<file path="src/adcpp_pkg.sv">
// shared constants and types for the primary channel post-processing block
package adcpp_pkg;

  // data path widths
  localparam int RES_W = 24;           // conversion result width
  localparam int CNT_W = 8;            // threshold and result counter width

  // register byte addresses on the AXI4-Lite bus
  localparam logic [31:0] CFG_ADDR      = 32'hFFFF0518;
  localparam logic [31:0] RESULT_ADDR   = 32'hFFFF051C;
  localparam logic [31:0] THRESH_ADDR   = 32'hFFFF0600;
  localparam logic [31:0] TH_LIMIT_ADDR = 32'hFFFF0604;
  localparam logic [31:0] TH_VALUE_ADDR = 32'hFFFF0608;
  localparam logic [31:0] RC_LIMIT_ADDR = 32'hFFFF060C;
  localparam logic [31:0] RC_VALUE_ADDR = 32'hFFFF0610;
  localparam logic [31:0] STATUS_ADDR   = 32'hFFFF0614;
  localparam logic [31:0] INT_EN_ADDR   = 32'hFFFF0618;
  localparam logic [31:0] INT_CLR_ADDR  = 32'hFFFF061C;
  localparam logic [31:0] ACCUM_ADDR    = 32'hFFFF0620;

  // configuration register field positions
  localparam int CFG_GSW_BIT = 7;      // ground switch enable
  localparam int CFG_ACC_LO  = 5;      // accumulator mode, two bits
  localparam int CFG_CMP_LO  = 3;      // comparator mode, two bits
  localparam int CFG_OVR_BIT = 2;      // coarse overrange enable
  localparam int CFG_RES_BIT = 1;      // series resistor enable
  localparam int CFG_RC_BIT  = 0;      // result counter enable

  // status, enable and clear register bit positions
  localparam int ST_W     = 8;         // status width
  localparam int ST_CONV  = 0;         // conversion interrupt event
  localparam int ST_READY = 1;         // primary ready level
  localparam int ST_CMP   = 2;         // threshold comparator event
  localparam int ST_OVR   = 3;         // coarse overrange event
  localparam int ST_ACC   = 6;         // accumulator comparator event

  // values after reset
  localparam logic [7:0]       CFG_RESET    = 8'h00;
  localparam logic [ST_W-1:0]  INT_EN_RESET = 8'h00;
  localparam logic [RES_W-1:0] THRESH_RESET = 24'h000000;
  localparam logic [CNT_W-1:0] LIMIT_RESET  = 8'h00;

  // overrange qualifying time and its cycle count at the bus clock
  localparam int CLK_PERIOD_NS   = 10;
  localparam int OVR_QUAL_NS     = 125000;
  localparam int OVR_QUAL_CYCLES = (OVR_QUAL_NS + CLK_PERIOD_NS - 1) / CLK_PERIOD_NS;

  // AXI response codes
  localparam logic [1:0] RESP_OKAY   = 2'h0;
  localparam logic [1:0] RESP_SLVERR = 2'h2;

  // accumulator modes
  typedef enum logic [1:0] {
    ACC_OFF     = 2'h0,
    ACC_CLAMP   = 2'h1,
    ACC_SIGNED  = 2'h2,
    ACC_COMPARE = 2'h3
  } adcpp_acc_mode_t;

  // threshold comparator modes
  typedef enum logic [1:0] {
    CMP_OFF       = 2'h0,
    CMP_LEVEL     = 2'h1,
    CMP_COUNT_RST = 2'h2,
    CMP_COUNT_DEC = 2'h3
  } adcpp_cmp_mode_t;

endpackage

</file>
<file path="src/adcpp_cmp_if.sv">
`timescale 1ns/1ps
`default_nettype none
// link between the register block and the threshold comparator
interface adcpp_cmp_if #(
  parameter int RES_W = 24,
  parameter int CNT_W = 8
);
  logic                 valid;     // one-cycle pulse per conversion
  logic [RES_W-1:0]     magnitude; // absolute value of the result
  logic [RES_W-1:0]     threshold; // programmed threshold
  logic [CNT_W-1:0]     limit;     // programmed count limit
  logic [1:0]           mode;      // comparator mode field
  logic [CNT_W-1:0]     count;     // current threshold count
  logic                 hit;       // one-cycle comparator event

  modport ctrl (output valid, magnitude, threshold, limit, mode, input count, hit);
  modport cmp  (input valid, magnitude, threshold, limit, mode, output count, hit);
endinterface
`default_nettype wire

</file>
<file path="src/adcpp_cmp.sv">
`timescale 1ns/1ps
`default_nettype none
// threshold comparator with plain, count-reset and count-decrement modes
module adcpp_cmp
  import adcpp_pkg::*;
#(
  parameter int CW = CNT_W
) (
  input  wire logic aclk,
  input  wire logic aresetn,
  adcpp_cmp_if.cmp  cif
);

  logic [CW-1:0] count_r;   // threshold count
  logic [CW-1:0] count_nxt; // its next value
  logic          above;     // result meets threshold
  logic [CW-1:0] count_inc; // count plus one
  logic          reached;   // incremented count hits the limit
  logic          counting;  // one of the count modes

  assign above     = cif.magnitude >= cif.threshold;
  assign count_inc = count_r + CW'(1);
  assign reached   = count_inc == cif.limit;
  assign counting  = cif.mode[1];

  // event: level mode on every qualifying result, count modes at the limit
  assign cif.hit = cif.valid & above & ((cif.mode == CMP_LEVEL) | (counting & reached));

  // count update per conversion
  always_comb begin
    count_nxt = count_r;
    if (!counting) begin
      count_nxt = '0;
    end else if (cif.valid & above) begin
      count_nxt = reached ? '0 : count_inc;
    end else if (cif.valid & (cif.mode == CMP_COUNT_RST)) begin
      count_nxt = '0;
    end else if (cif.valid & (count_r != '0)) begin
      count_nxt = count_r - CW'(1);
    end
  end

  // count register
  always_ff @(posedge aclk) begin
    if (!aresetn) begin
      count_r <= '0;
    end else begin
      count_r <= count_nxt;
    end
  end

  assign cif.count = count_r;

endmodule
`default_nettype wire

</file>
<file path="src/adcpp_top.sv">
`timescale 1ns/1ps
`default_nettype none
module adcpp_top
  import adcpp_pkg::*;
#(
  parameter int OVR_QUAL = OVR_QUAL_CYCLES
) (
  input  wire logic             aclk,
  input  wire logic             aresetn,
  input  wire logic [31:0]      s_axi_awaddr,
  input  wire logic             s_axi_awvalid,
  output logic                  s_axi_awready,
  input  wire logic [31:0]      s_axi_wdata,
  input  wire logic [3:0]       s_axi_wstrb,
  input  wire logic             s_axi_wvalid,
  output logic                  s_axi_wready,
  output logic [1:0]            s_axi_bresp,
  output logic                  s_axi_bvalid,
  input  wire logic             s_axi_bready,
  input  wire logic [31:0]      s_axi_araddr,
  input  wire logic             s_axi_arvalid,
  output logic                  s_axi_arready,
  output logic [31:0]           s_axi_rdata,
  output logic [1:0]            s_axi_rresp,
  output logic                  s_axi_rvalid,
  input  wire logic             s_axi_rready,
  input  wire logic             conv_valid,
  input  wire logic [RES_W-1:0] conv_data,
  input  wire logic             coarse_out_of_range,
  output logic                  ground_switch_pin_on,
  output logic                  ground_series_resistor_on,
  output logic                  primary_overrange_enable,
  output logic                  irq
);

  // merge byte lanes of a write into the old word
  function automatic logic [31:0] merge(input logic [31:0] old, input logic [31:0] d, input logic [3:0] s);
    logic [31:0] m;
    m = {{8{s[3]}}, {8{s[2]}}, {8{s[1]}}, {8{s[0]}}};
    return (old & ~m) | (d & m);
  endfunction

  // write channel holding registers
  logic              aw_full_r;  // write address captured
  logic [31:0]       aw_addr_r;  // captured write address
  logic              w_full_r;   // write data captured
  logic [31:0]       w_data_r;   // captured write data
  logic [3:0]        w_strb_r;   // captured byte strobes
  logic              bvalid_r;   // write response pending
  logic [1:0]        bresp_r;    // write response code
  // read channel registers
  logic              rvalid_r;   // read data pending
  logic [31:0]       rdata_r;    // read data
  logic [1:0]        rresp_r;    // read response code

  // software-visible registers and internal state
  logic [7:0]        cfg_r;      // extended configuration
  logic [RES_W-1:0]  thresh_r;   // primary threshold
  logic [CNT_W-1:0]  th_limit_r; // threshold count limit
  logic [CNT_W-1:0]  rc_limit_r; // result count limit
  logic [CNT_W-1:0]  rc_value_r; // result count value
  logic [ST_W-1:0]   status_r;   // sticky events
  logic [ST_W-1:0]   int_en_r;   // interrupt enables
  logic              ready_r;    // primary result ready
  logic [RES_W-1:0]  result_r;   // primary result
  logic [31:0]       accum_r;    // accumulator total
  logic [31:0]       ovr_cnt_r;  // out-of-range hold counter
  logic              irq_r;      // interrupt output register

  // next values
  logic [7:0]        cfg_nxt;
  logic [RES_W-1:0]  thresh_nxt;
  logic [CNT_W-1:0]  th_limit_nxt;
  logic [CNT_W-1:0]  rc_limit_nxt;
  logic [CNT_W-1:0]  rc_value_nxt;
  logic [ST_W-1:0]   status_nxt;
  logic [ST_W-1:0]   int_en_nxt;
  logic              ready_nxt;
  logic [31:0]       accum_nxt;
  logic [31:0]       ovr_cnt_nxt;

  // bus handshake terms
  logic              aw_take;    // write address accepted
  logic              w_take;     // write data accepted
  logic              wr_fire;    // register write executes
  logic              ar_take;    // read address accepted
  logic              wr_hit;     // write address mapped
  logic              rd_hit;     // read address mapped
  logic [31:0]       rd_word;    // read mux output

  // write decodes
  logic              wr_cfg;
  logic              wr_thresh;
  logic              wr_th_limit;
  logic              wr_rc_limit;
  logic              wr_int_en;
  logic              wr_int_clr;
  logic              rd_result;  // result register read accepted

  // conversion path terms
  adcpp_acc_mode_t   acc_mode;   // accumulator mode field
  logic              neg;        // result is negative
  logic [RES_W-1:0]  mag;        // result magnitude
  logic [31:0]       ext;        // result sign-extended
  logic [31:0]       mag32;      // magnitude zero-extended
  logic [31:0]       acc_add;    // wrapping signed sum
  logic [31:0]       acc_clamp;  // sum clamped at zero
  logic              acc_hit;    // accumulator comparator event
  logic [CNT_W-1:0]  rc_inc;     // result count plus one
  logic              rc_match;   // result count reached limit
  logic              conv_evt;   // conversion interrupt event
  logic              ovr_active; // enabled and out of range
  logic              ovr_set;    // qualified overrange event
  logic [ST_W-1:0]   st_set;     // events this cycle
  logic [ST_W-1:0]   st_clr;     // software clears this cycle
  logic [ST_W-1:0]   st_view;    // status as read

  adcpp_cmp_if #(.RES_W(RES_W), .CNT_W(CNT_W)) cif ();

  // threshold comparator
  adcpp_cmp #(
    .CW(CNT_W)
  ) u_cmp (
    .aclk    (aclk),
    .aresetn (aresetn),
    .cif     (cif.cmp)
  );

  // bus handshakes: one write and one read in flight
  assign aw_take = s_axi_awvalid & ~aw_full_r;
  assign w_take  = s_axi_wvalid & ~w_full_r;
  assign wr_fire = aw_full_r & w_full_r & ~bvalid_r;
  assign ar_take = s_axi_arvalid & ~rvalid_r;

  // write decode
  assign wr_cfg      = wr_fire & (aw_addr_r == CFG_ADDR);
  assign wr_thresh   = wr_fire & (aw_addr_r == THRESH_ADDR);
  assign wr_th_limit = wr_fire & (aw_addr_r == TH_LIMIT_ADDR);
  assign wr_rc_limit = wr_fire & (aw_addr_r == RC_LIMIT_ADDR);
  assign wr_int_en   = wr_fire & (aw_addr_r == INT_EN_ADDR);
  assign wr_int_clr  = wr_fire & (aw_addr_r == INT_CLR_ADDR);
  assign wr_hit      = (aw_addr_r == CFG_ADDR) | (aw_addr_r == THRESH_ADDR) | (aw_addr_r == TH_LIMIT_ADDR)
                     | (aw_addr_r == RC_LIMIT_ADDR) | (aw_addr_r == INT_EN_ADDR) | (aw_addr_r == INT_CLR_ADDR);
  assign rd_result   = ar_take & (s_axi_araddr == RESULT_ADDR);

  // bus outputs
  assign s_axi_awready = ~aw_full_r;
  assign s_axi_wready  = ~w_full_r;
  assign s_axi_bvalid  = bvalid_r;
  assign s_axi_bresp   = bresp_r;
  assign s_axi_arready = ~rvalid_r;
  assign s_axi_rvalid  = rvalid_r;
  assign s_axi_rdata   = rdata_r;
  assign s_axi_rresp   = rresp_r;

  // read mux, unmapped addresses read zero
  always_comb begin
    rd_word = '0;
    rd_hit  = 1'b1;
    case (s_axi_araddr)
      CFG_ADDR:      rd_word = {24'h000000, cfg_r};
      RESULT_ADDR:   rd_word = {8'h00, result_r};
      THRESH_ADDR:   rd_word = {8'h00, thresh_r};
      TH_LIMIT_ADDR: rd_word = {24'h000000, th_limit_r};
      TH_VALUE_ADDR: rd_word = {24'h000000, cif.count};
      RC_LIMIT_ADDR: rd_word = {24'h000000, rc_limit_r};
      RC_VALUE_ADDR: rd_word = {24'h000000, rc_value_r};
      STATUS_ADDR:   rd_word = {24'h000000, st_view};
      INT_EN_ADDR:   rd_word = {24'h000000, int_en_r};
      INT_CLR_ADDR:  rd_word = '0;
      ACCUM_ADDR:    rd_word = accum_r;
      default:       rd_hit  = 1'b0;
    endcase
  end

  // register writes with byte strobes
  assign cfg_nxt      = wr_cfg ? 8'(merge({24'h000000, cfg_r}, w_data_r, w_strb_r)) : cfg_r;
  assign thresh_nxt   = wr_thresh ? RES_W'(merge({8'h00, thresh_r}, w_data_r, w_strb_r)) : thresh_r;
  assign th_limit_nxt = wr_th_limit ? CNT_W'(merge({24'h000000, th_limit_r}, w_data_r, w_strb_r)) : th_limit_r;
  assign rc_limit_nxt = wr_rc_limit ? CNT_W'(merge({24'h000000, rc_limit_r}, w_data_r, w_strb_r)) : rc_limit_r;
  assign int_en_nxt   = wr_int_en ? ST_W'(merge({24'h000000, int_en_r}, w_data_r, w_strb_r)) : int_en_r;
  assign st_clr       = wr_int_clr ? ST_W'(merge(32'h00000000, w_data_r, w_strb_r)) : '0;

  // analog control outputs
  assign ground_switch_pin_on      = cfg_r[CFG_GSW_BIT];
  assign ground_series_resistor_on = cfg_r[CFG_RES_BIT];
  assign primary_overrange_enable  = cfg_r[CFG_OVR_BIT];

  // conversion magnitude and extensions
  assign acc_mode = adcpp_acc_mode_t'(cfg_r[CFG_ACC_LO +: 2]);
  assign neg      = conv_data[RES_W-1];
  assign mag      = neg ? (~conv_data + RES_W'(1)) : conv_data;
  assign ext      = {{(32-RES_W){neg}}, conv_data};
  assign mag32    = {{(32-RES_W){1'b0}}, mag};

  // accumulator arithmetic, sums wrap at 32 bits
  assign acc_add   = accum_r + ext;
  assign acc_clamp = ~neg ? acc_add : ((accum_r < mag32) ? 32'h00000000 : (accum_r - mag32));

  // accumulator next value per mode
  always_comb begin
    accum_nxt = accum_r;
    case (acc_mode)
      ACC_OFF:     accum_nxt = '0;
      ACC_CLAMP:   accum_nxt = conv_valid ? acc_clamp : accum_r;
      ACC_SIGNED:  accum_nxt = conv_valid ? acc_add : accum_r;
      ACC_COMPARE: accum_nxt = conv_valid ? acc_clamp : accum_r;
      default:     accum_nxt = accum_r;
    endcase
  end

  // accumulator comparator against the threshold
  assign acc_hit = conv_valid & (acc_mode == ACC_COMPARE) & ($signed(accum_nxt) >= $signed({8'h00, thresh_r}));

  // comparator link
  assign cif.valid     = conv_valid;
  assign cif.magnitude = mag;
  assign cif.threshold = thresh_r;
  assign cif.limit     = th_limit_r;
  assign cif.mode      = cfg_r[CFG_CMP_LO +: 2];

  // result count mode
  assign rc_inc       = rc_value_r + CNT_W'(1);
  assign rc_match     = rc_inc == rc_limit_r;
  assign rc_value_nxt = ~cfg_r[CFG_RC_BIT] ? '0 : (conv_valid ? (rc_match ? '0 : rc_inc) : rc_value_r);
  assign conv_evt     = conv_valid & (~cfg_r[CFG_RC_BIT] | rc_match);

  // coarse overrange qualification
  assign ovr_active  = cfg_r[CFG_OVR_BIT] & coarse_out_of_range;
  assign ovr_set     = ovr_active & (ovr_cnt_r == 32'(OVR_QUAL));
  assign ovr_cnt_nxt = ~ovr_active ? '0 : ((ovr_cnt_r > 32'(OVR_QUAL)) ? ovr_cnt_r : ovr_cnt_r + 32'h00000001);

  // sticky status, set wins over clear
  always_comb begin
    st_set           = '0;
    st_set[ST_CONV]  = conv_evt;
    st_set[ST_CMP]   = cif.hit;
    st_set[ST_OVR]   = ovr_set;
    st_set[ST_ACC]   = acc_hit;
    st_view          = status_r;
    st_view[ST_READY] = ready_r;
  end
  assign status_nxt = (status_r & ~st_clr & ~(rd_result ? ST_W'(1) : ST_W'(0))) | st_set;

  // ready flag: new conversion wins over a result read
  assign ready_nxt = conv_valid | (ready_r & ~rd_result);

  // write address and data capture, either order
  always_ff @(posedge aclk) begin
    if (!aresetn) begin
      aw_full_r <= 1'b0;
      aw_addr_r <= '0;
      w_full_r  <= 1'b0;
      w_data_r  <= '0;
      w_strb_r  <= '0;
    end else begin
      if (aw_take) begin
        aw_full_r <= 1'b1;
        aw_addr_r <= s_axi_awaddr;
      end else if (wr_fire) begin
        aw_full_r <= 1'b0;
      end
      if (w_take) begin
        w_full_r <= 1'b1;
        w_data_r <= s_axi_wdata;
        w_strb_r <= s_axi_wstrb;
      end else if (wr_fire) begin
        w_full_r <= 1'b0;
      end
    end
  end

  // write response
  always_ff @(posedge aclk) begin
    if (!aresetn) begin
      bvalid_r <= 1'b0;
      bresp_r  <= RESP_OKAY;
    end else if (wr_fire) begin
      bvalid_r <= 1'b1;
      bresp_r  <= wr_hit ? RESP_OKAY : RESP_SLVERR;
    end else if (s_axi_bready) begin
      bvalid_r <= 1'b0;
    end
  end

  // read response
  always_ff @(posedge aclk) begin
    if (!aresetn) begin
      rvalid_r <= 1'b0;
      rdata_r  <= '0;
      rresp_r  <= RESP_OKAY;
    end else if (ar_take) begin
      rvalid_r <= 1'b1;
      rdata_r  <= rd_word;
      rresp_r  <= rd_hit ? RESP_OKAY : RESP_SLVERR;
    end else if (s_axi_rready) begin
      rvalid_r <= 1'b0;
    end
  end

  // configuration and limit registers
  always_ff @(posedge aclk) begin
    if (!aresetn) begin
      cfg_r      <= CFG_RESET;
      thresh_r   <= THRESH_RESET;
      th_limit_r <= LIMIT_RESET;
      rc_limit_r <= LIMIT_RESET;
      int_en_r   <= INT_EN_RESET;
    end else begin
      cfg_r      <= cfg_nxt;
      thresh_r   <= thresh_nxt;
      th_limit_r <= th_limit_nxt;
      rc_limit_r <= rc_limit_nxt;
      int_en_r   <= int_en_nxt;
    end
  end

  // conversion state
  always_ff @(posedge aclk) begin
    if (!aresetn) begin
      accum_r    <= '0;
      rc_value_r <= '0;
      ovr_cnt_r  <= '0;
      ready_r    <= 1'b0;
      status_r   <= '0;
    end else begin
      accum_r    <= accum_nxt;
      rc_value_r <= rc_value_nxt;
      ovr_cnt_r  <= ovr_cnt_nxt;
      ready_r    <= ready_nxt;
      status_r   <= status_nxt;
    end
  end

  // result register holds while ready is set
  always_ff @(posedge aclk) begin
    if (!aresetn) begin
      result_r <= '0;
    end else if (conv_valid & ~ready_r) begin
      result_r <= conv_data;
    end
  end

  // level interrupt from enabled sticky bits
  always_ff @(posedge aclk) begin
    if (!aresetn) begin
      irq_r <= 1'b0;
    end else begin
      irq_r <= |(status_r & int_en_r);
    end
  end

  assign irq = irq_r;

endmodule
`default_nettype wire

</file>
<file path="config.mk">
export PLATFORM = sky130hd
export DESIGN_NAME = adcpp_top
export DESIGN_NICKNAME = d
export VERILOG_FILES = /design/src/adcpp_pkg.sv /design/src/adcpp_cmp_if.sv /design/src/adcpp_cmp.sv /design/src/adcpp_top.sv
export SDC_FILE = /design/constraint.sdc
export NUM_CORES = 1
export LEC_CHECK = 0
export CAP_MARGIN = 20
export CORE_MARGIN = 10
export CORE_UTILIZATION = 61
export CTS_BUF_LIST = sky130_fd_sc_hd__clkbuf_2 sky130_fd_sc_hd__clkbuf_4 sky130_fd_sc_hd__clkbuf_8
export DETAILED_ROUTE_END_ITERATION = 7
export DONT_BUFFER_PORTS = 1
export PLACE_DENSITY = 0.78
export SYNTH_ARGS = -nofsm -noshare
export SYNTH_HDL_FRONTEND = slang
export SYNTH_SLANG_ARGS = --single-unit
</file>
<file path="constraint.sdc">
create_clock -name aclk -period 11.5 [get_ports aclk]
set_clock_uncertainty 0.1 [all_clocks]
set_input_delay 2.3 -clock aclk [delete_from_list [all_inputs] [get_ports aclk]]
set_output_delay 2.3 -clock aclk [all_outputs]
set_load 0.02 [all_outputs]
</file>
==> results.env, run 1 <==
IRDROPWORSTVDD_V=0.000129
TIMING_WORST_SETUP_PATH_TYPE='primary input to register'
GR-USAGE-MET1=0.384
PLACEABLECOREAREA_SQ_UM=26900
TOTAL_VIA_COUNT_AFTER_DETAILED_ROUTING=15900
USE_MET2=0.461
INSERTEDDIODECOUNT=0
PWR-SHARE-CLK=0.462
POWER_SWITCHING_SHARE=0.261
TNS_NS=0
GRT_PASS1_WL_UM=82400
MAX_CLOCK_FREQ_MHz=108
GRT_SETUP_UNREPAIRED='false'
HTREE_NUM_LEVELS=2
FP.DIEW_UM=185
DETAIL_ROUTE.ITER0.VIOLATIONS=1474
DIE_HEIGHT_UM=185
RUN_STATUS='finished with violations'
DRT-TOTAL-WL_UM=52600
PATH_CELLS='or3_1 > or4_4 > nand2b_1 > or4_1 > or4b_1 > ha_1 > nand2_1 > or4_1 > o31ai_4 > or2_1 > o21a_1 > a211oi_1 > nor3_1 > ha_1 > o2111ai_1 > o21ai_1 > a21o_1 > a21o_1 > a221oi_1 > o21bai_1 > a211o_1 > nor4_2 > a41oi_2'
SYNTH_SEQ_CELLS=267
FINISH.NET_COUNT=2313
MOSTFREQUENTLAYOUTCELLS='nand2_1 (305), dfxtp_1 (267), a21oi_1 (215), nor2_1 (206), ha_1 (110)'
NUMBER_OF_INSTANCES_RESIZED_DURING_POST_CTS_REPAIR=0
TIMING.HOLD.WORST_ENDPOINT='aw_addr_r[10]'
PART_OF_THE_CYCLE_THE_WORST_PATH_NEEDS=0.804
START_KIND='primary input'
INITIAL_CORE_UTIL=0.620
POSTSYNTHCELLCOUNT=2117
DRTANTENNAVIOLNETS=0
LARGEST_NET_DEGREE_AT_THE_START_OF_GLOBAL_ROUTING=96
MULTI_INPUT_AREA_SQ_UM=10600
WORSTSKEWPAIRLATENCY_NS=0.61
CLOCKBUFFERDEPTH=3
ASYNC_FLOP_SHARE=0
WORST_PATH_LARGEST_CELL_DELAY_NS=0.60
POST_CTS_BUFFERS=0
NUMBER_OF_BUFFERS_ADDED_TO_FIX_HOLD_VIOLATIONS_AFTER_CTS=0
WORSTPATHBUFFERINVERTERCOUNT=0
GLOBALROUTE.BUSIESTLAYER='met2'
FIRST_GLOBAL_VIAS=15300
DRIVE_ABOVE_1_SHARE=0.0627
SYNTHESIS.YOSYS.WARNINGS=0
MOST_COMMON_CELL_AFTER_LAYOUT_FILL_AND_TAPS_ASIDE='nand2_1'
ARRIVAL_NS=9.61
POWER.TOTAL_mW=2.20
USE_MET3=0.0948
DRT-PASS1-ITER-COUNT=8
MEAN_INSTANCE_SIZE_IN_THE_SYNTHESIZED_NETLIST_SQ_UM=7.87
FLOORPLAN.DIE_AREA_SQ_UM=34300
DESIGN.PORTCOUNT=178
GR_USAGE_TOTAL=0.298
VIOLATED_CHECKS='design-rule violations'
CPLARGESTDELAYFAMILY='simple AND/OR/NAND/NOR gates'
AREA.GROWTH.SYNTH_TO_FINAL_PCT=7.19
HP-START='aw_addr_r[10]'
FILLERS=2269
DRC=4
CP_SLOWEST_CELL='or4b_1'
CLOCK-ROOT-BUFFER='clkbuf_8'
GRT_ANTENNA_BEFORE_REPAIR=1
FINAL_CORE_UTILIZATION=0.664
ROUTED_WIRE_LENGTH_PER_INSTANCE_UM=21.5
TIMING.REG2REG.SETUP_SLACK_NS=5.72
CLK_PIN_SLEW_NS=0.06
PLACEMENTROWS=60
VIAS_PER_CELL=6.52
DETAILEDPLACEMENTHPWL_UM=38700
POWER.DENSITY_nW_PER_UM2=123
LEAKAGE_POWER_SUMMED_OVER_ALL_CELLS_nW=7.19
CRITPATHCAPTURETYPE='register'
MIN_PATH_TYPE='register to register'
CTS_BUF_COUNT=44
POWER.SEQUENTIAL.FRACTION=0.446
TIMING_HOLD_VIOLATIONS_FINAL=0
POST-ROUTE-MIN-PERIOD_NS=9.25
PATH_MAX_FANOUT=10
CP_REQUIRED_NS=11.87
POST_SYNTH_INSTANCE_AREA_SQ_UM=16700
GRT-OVFL-TOTAL=0
MAX_CAP_VIOLATIONS=0
FF_LATCH_AREA_SQ_UM=5350
ENDPOINT_OF_THE_WORST_SLACK_REG_TO_REG_TIMING_PATH='status_r[6]'
PLACEMENT.IO_BUFFERS=0
POWER_SWITCHING_mW=0.573
FINAL-SETUP-VIOL-COUNT=0
CRITICAL_PATH.REG2REG.STARTPOINT='accum_r[0]'
WHS_PATH_DEPTH=2
FINAL_MAX_SLEW_VIOL_COUNT=0
POWER.COMBINATIONAL.FRACTION=0.092
TIMING_WORST_SLEW_PIN_VALUE_NS=1.15
TRITONCTS_NUM_SINKS=267
YOSYSSEQAREASHARE=0.321
R2R.WORST_PATH.CELLS=21
YOSYS_MOST_USED_DFF='dfxtp_1'
POST_SYNTH_EDFFS=0
GPL.FINAL_WEIGHTED_CONGESTION=0.991
TRITONCTS='yes'
HEADROOM_TO_THE_MAX_SLEW_LIMIT=0.226
INTERNAL_POWER_mW=1.62
YS_TYPES=90
## worst reg2reg max path, delay by kind of cell, from the launching register on
kind / cells / cell delay (ns)
flops: 1 / 0.35
compound gates: 12 / 2.87
buf+inv: 1 / 0.06
fa+ha+maj: 3 / 0.90
simple gates: 5 / 1.37
## metrics by stage
step           hold slack [ns]  std cells  instance area (sq um)  setup WS (ns)
3_3_place_gp             0.333       2360                  16700           1.71
3_5_place_dp             0.343       2360                  16700           1.72
5_1_grt                  0.373       2445                  17900           1.93
2_1_floorplan            0.312       2118                  16700           2.82
4_1_cts                  0.352       2442                  17800           2.32
6_report                 0.351       2445                  17900           2.25
## area by class of cell
class | count | area share
clock inverter | 9 | 0.00925
timing repair buffer | 13 | 0.00652
inverter | 80 | 0.0171
sequential | 267 | 0.299
multi-input combinational | 1662 | 0.592
tap | 341 | 0.0239
clock buffer | 73 | 0.0514
## cells by family (layout without fill, tap and decap cells)
group / after synthesis / after routing / synth area share
buffers and inverters: 189 / 175 / 0.0453
multiplexers: 69 / 69 / 0.0415
AO/OA/AOI/OAI: 579 / 579 / 0.226
flip-flops: 267 / 267 / 0.321
adder cells (fa/ha/maj): 112 / 112 / 0.0850
other: 1 / 2 / 0.000225
XOR/XNOR: 98 / 98 / 0.0515
AND/OR/NAND/NOR: 802 / 802 / 0.229
## worst max path at each step
stage | startpoint | cells after the start | slack [ns] | endpoint
2_1_floorplan | conv_data[3] | 26 | 2.82 | status_r[6]
3_3_place_gp | conv_data[3] | 23 | 1.71 | status_r[6]
3_5_place_dp | conv_data[3] | 23 | 1.72 | status_r[6]
4_1_cts | conv_data[3] | 23 | 2.32 | status_r[6]
5_1_grt | conv_data[3] | 27 | 1.93 | status_r[6]
6_report | conv_data[0] | 23 | 2.25 | status_r[6]
## metal layers
layer  wire length [um]  share of wire  vias to the layer above
met1              21600           0.41                     7489
met3               6360           0.12                      122
met4               1650          0.031                        2
met2              22900           0.44                      790
met5                 18        0.00034                        -
li1                   -              -                     7537
## cells in the mapped netlist (10+ instances only)
cell,instances,share of area
and2_1,39,0.015
clkbuf_1,91,0.021
ha_1,110,0.083
or4_1,11,0.0050
a21oi_1,215,0.065
o21ai_0,75,0.023
xnor2_1,55,0.029
nand4_1,27,0.010
or3_1,12,0.0045
a31oi_1,27,0.010
a211oi_1,31,0.014
and3_1,13,0.0049
dfxtp_1,267,0.32
nor4_1,17,0.0064
inv_1,77,0.017
o21a_1,16,0.0072
o211ai_1,15,0.0068
nor2_1,206,0.046
a221oi_1,12,0.0063
nand3_1,45,0.014
nor2b_1,17,0.0064
a21o_1,36,0.016
nor3_1,40,0.012
o21bai_1,10,0.0045
mux2i_1,68,0.041
nand2_1,305,0.069
a222oi_1,16,0.0096
nand2b_1,18,0.0068
a22oi_1,14,0.0063
o21ai_1,16,0.0048
xor2_1,43,0.023
## power groups by stage
| stage | sequential (mW) | clock [mW] | combinational [mW] |
|---|---|---|---|
| floorplan | 0.991 | 0 | 0.163 |
| global placement | 0.999 | 0 | 0.190 |
| detailed placement | 1.00 | 0 | 0.195 |
| CTS | 0.979 | 1.02 | 0.196 |
| global route | 0.982 | 1.07 | 0.225 |
| finish | 0.979 | 1.01 | 0.202 |
(Power assumes the default switching activity.)
==> inputs of run 2 (changes only) <==
- CORE_UTILIZATION: 61 -> 60
- PLACE_DENSITY: 0.78 -> 0.8
- clock period: 11.5 -> 8.36 ns (I/O delays scaled with it)
==> results.env, run 2 (synthesis results as in run 1) <==
RUN_STATUS='finished with violations'
VIOLATED_CHECKS='design-rule violations'
INITIAL_CORE_UTIL=0.615
HOLD-WORST-SLACK_NS=0.338
WORSTSKEWPAIRLATENCY_NS=0.58
FINAL_MAX_SLEW_VIOL_COUNT=0
AREA.GROWTH.SYNTH_TO_FINAL_PCT=8.74
POWER.DENSITY_nW_PER_UM2=166
HP-START='status_r[1]'
IRDROPWORSTVDD_V=0.000166
NUMBER_OF_BUFFERS_ADDED_TO_FIX_HOLD_VIOLATIONS_AFTER_CTS=0
CP_SLOWEST_CELL='or4_1'
START_KIND='primary input'
INTERNAL_POWER_mW=2.23
DIE_HEIGHT_UM=187
POST-ROUTE-MIN-PERIOD_NS=8.09
GR_USAGE_TOTAL=0.281
ARRIVAL_NS=8.41
CLOCKBUFFERDEPTH=3
TIMING_WORST_SETUP_PATH_TYPE='primary input to register'
MOST_COMMON_CELL_AFTER_LAYOUT_FILL_AND_TAPS_ASIDE='nand2_1'
FIRST_GLOBAL_VIAS=15200
CP_REQUIRED_NS=8.68
FINAL-SETUP-VIOL-COUNT=0
GRT_PASS1_WL_UM=81700
FLOORPLAN.DIE_AREA_SQ_UM=34800
DRT-PASS1-ITER-COUNT=8
CPLARGESTDELAYFAMILY='compound AO/OA/AOI/OAI gates'
CRITPATHCAPTURETYPE='register'
TRITONCTS='yes'
DETAIL_ROUTE.ITER0.VIOLATIONS=1716
DETAILEDPLACEMENTHPWL_UM=38200
VIAS_PER_CELL=6.39
INSERTEDDIODECOUNT=0
ENDPOINT_OF_THE_WORST_SLACK_REG_TO_REG_TIMING_PATH='status_r[6]'
GRT_SETUP_UNREPAIRED='false'
GRT-OVFL-TOTAL=0
MAX_CAP_VIOLATIONS=0
DPL.CELL_COUNT=2420
PLACEMENTROWS=60
CRITICAL_PATH.REG2REG.STARTPOINT='accum_r[0]'
MIN_PATH_TYPE='register to register'
DRT-TOTAL-WL_UM=51400
POST_CTS_BUFFERS=0
TOTAL_VIA_COUNT_AFTER_DETAILED_ROUTING=16000
CLK_PIN_SLEW_NS=0.06
POWER_SWITCHING_SHARE=0.258
TIMING.HOLD.WORST_ENDPOINT='status_r[1]'
PWR-SHARE-CLK=0.457
WHS_PATH_DEPTH=2
DRIVE_ABOVE_1_SHARE=0.0750
CLOCK-ROOT-BUFFER='clkbuf_8'
TRITONCTS_NUM_SINKS=267
NUMBER_OF_INSTANCES_RESIZED_DURING_POST_CTS_REPAIR=0
POWER_SWITCHING_mW=0.775
PLACEABLECOREAREA_SQ_UM=27100
DRC=7
WORST_PATH_LARGEST_CELL_DELAY_NS=0.59
PLACEMENT.IO_BUFFERS=0
MAX_CLOCK_FREQ_MHz=124
HTREE_NUM_LEVELS=2
FINALNONFILLERCELLS=2504
FP.DIEW_UM=187
LEAKAGE_POWER_SUMMED_OVER_ALL_CELLS_nW=7.33
MOSTFREQUENTLAYOUTCELLS='nand2_1 (305), dfxtp_1 (267), a21oi_1 (215), nor2_1 (206), ha_1 (110)'
POWER.COMBINATIONAL.FRACTION=0.094
DESIGN.PORTCOUNT=178
CTS_BUF_COUNT=44
DRTANTENNAVIOLNETS=0
GPL.FINAL_WEIGHTED_CONGESTION=0.999
R2R.WORST_PATH.CELLS=21
TIMING.REG2REG.SETUP_SLACK_NS=2.82
TIMING_HOLD_VIOLATIONS_FINAL=0
ROUTED_WIRE_LENGTH_PER_INSTANCE_UM=20.5
POWER.SEQUENTIAL.FRACTION=0.449
CP-STARTPOINT='conv_data[3]'
PART_OF_THE_CYCLE_THE_WORST_PATH_NEEDS=0.967
GRT_ANTENNA_BEFORE_REPAIR=0
FINISH.NET_COUNT=2342
PATH_MAX_FANOUT=7
HEADROOM_TO_THE_MAX_SLEW_LIMIT=0.235
LARGEST_NET_DEGREE_AT_THE_START_OF_GLOBAL_ROUTING=96
WORSTPATHBUFFERINVERTERCOUNT=2
TIMING_WORST_SLEW_PIN_VALUE_NS=1.14
## run 2: cell count changes in the layout (fill, tap and decap cells not counted)
cell       change
clkbuf_4       -4
bufinv_16      +1
buf_16         +1
buf_4         +29
buf_12         +1
clkbuf_8       -3
buf_8          -2
clkinv_2       +5
## run 2: worst max path at each step
stage	to	depth (start not counted)
global placement	status_r[6]	23
finish	status_r[6]	27
detailed placement	status_r[6]	23
global route	status_r[6]	27
CTS	status_r[6]	23
floorplan	status_r[6]	26
## run 2: power by group through the flow
stage / Sequential [mW] / Combinational (mW) / Clock (mW)
floorplan: 1.36 / 0.225 / 0
CTS: 1.35 / 0.275 / 1.38
global route: 1.35 / 0.314 / 1.44
detailed placement: 1.38 / 0.273 / 0
finish: 1.35 / 0.283 / 1.37
global placement: 1.37 / 0.266 / 0
## run 2: layer usage
layer | routed length [um] | track usage
met1 | 21300 | 0.361
met2 | 22600 | 0.440
met3 | 5700 | 0.0799
met4 | 1770 | 0.102
met5 | 0 | 0
## run 2: worst reg2reg max path, stage by stage (launching register included)
cell and delay, ns:
dfxtp_1 0.33, ha_1 0.23, fa_1 0.45, a211oi_1 0.31
o21bai_1 0.22, a22oi_1 0.32, o31ai_1 0.20, a211o_1 0.34
a21oi_1 0.18, xnor2_1 0.09, nor2_1 0.11, a2bb2oi_1 0.30
nor2_1 0.10, ha_1 0.32, a21o_1 0.17, a21oi_1 0.16
nor2_1 0.07, a2111oi_0 0.37, o211ai_1 0.22, a211o_1 0.30
nor4_2 0.37, a41oi_2 0.16
## run 2: per-stage QoR
| step | worst slack, ns | utilization | TNS [ns] | total power [mW] | area [sq um] |
|---|---|---|---|---|---|
| finish | 0.272 | 0.668 | 0 | 3.00 | 18100 |
| global route | 0.0490 | 0.668 | 0 | 3.11 | 18100 |
| CTS | 0.417 | 0.667 | 0 | 3.00 | 18100 |
| detailed placement | -0.145 | 0.627 | -0.145 | 1.65 | 17000 |
| global placement | -0.0868 | 0.627 | -0.0868 | 1.64 | 17000 |
| floorplan | 0.303 | - | 0 | 1.59 | 16700 |
## run 2: final cells by class
cell class | count | area (sq um)
Timing Repair Buffer | 42 | 352
Tap cell | 372 | 465
Clock buffer | 66 | 846
Clock inverter | 15 | 220
Multi-Input combinational cell | 1662 | 10600
Sequential cell | 267 | 5350
Inverter | 80 | 305
Fill cell | 2270 | 8990
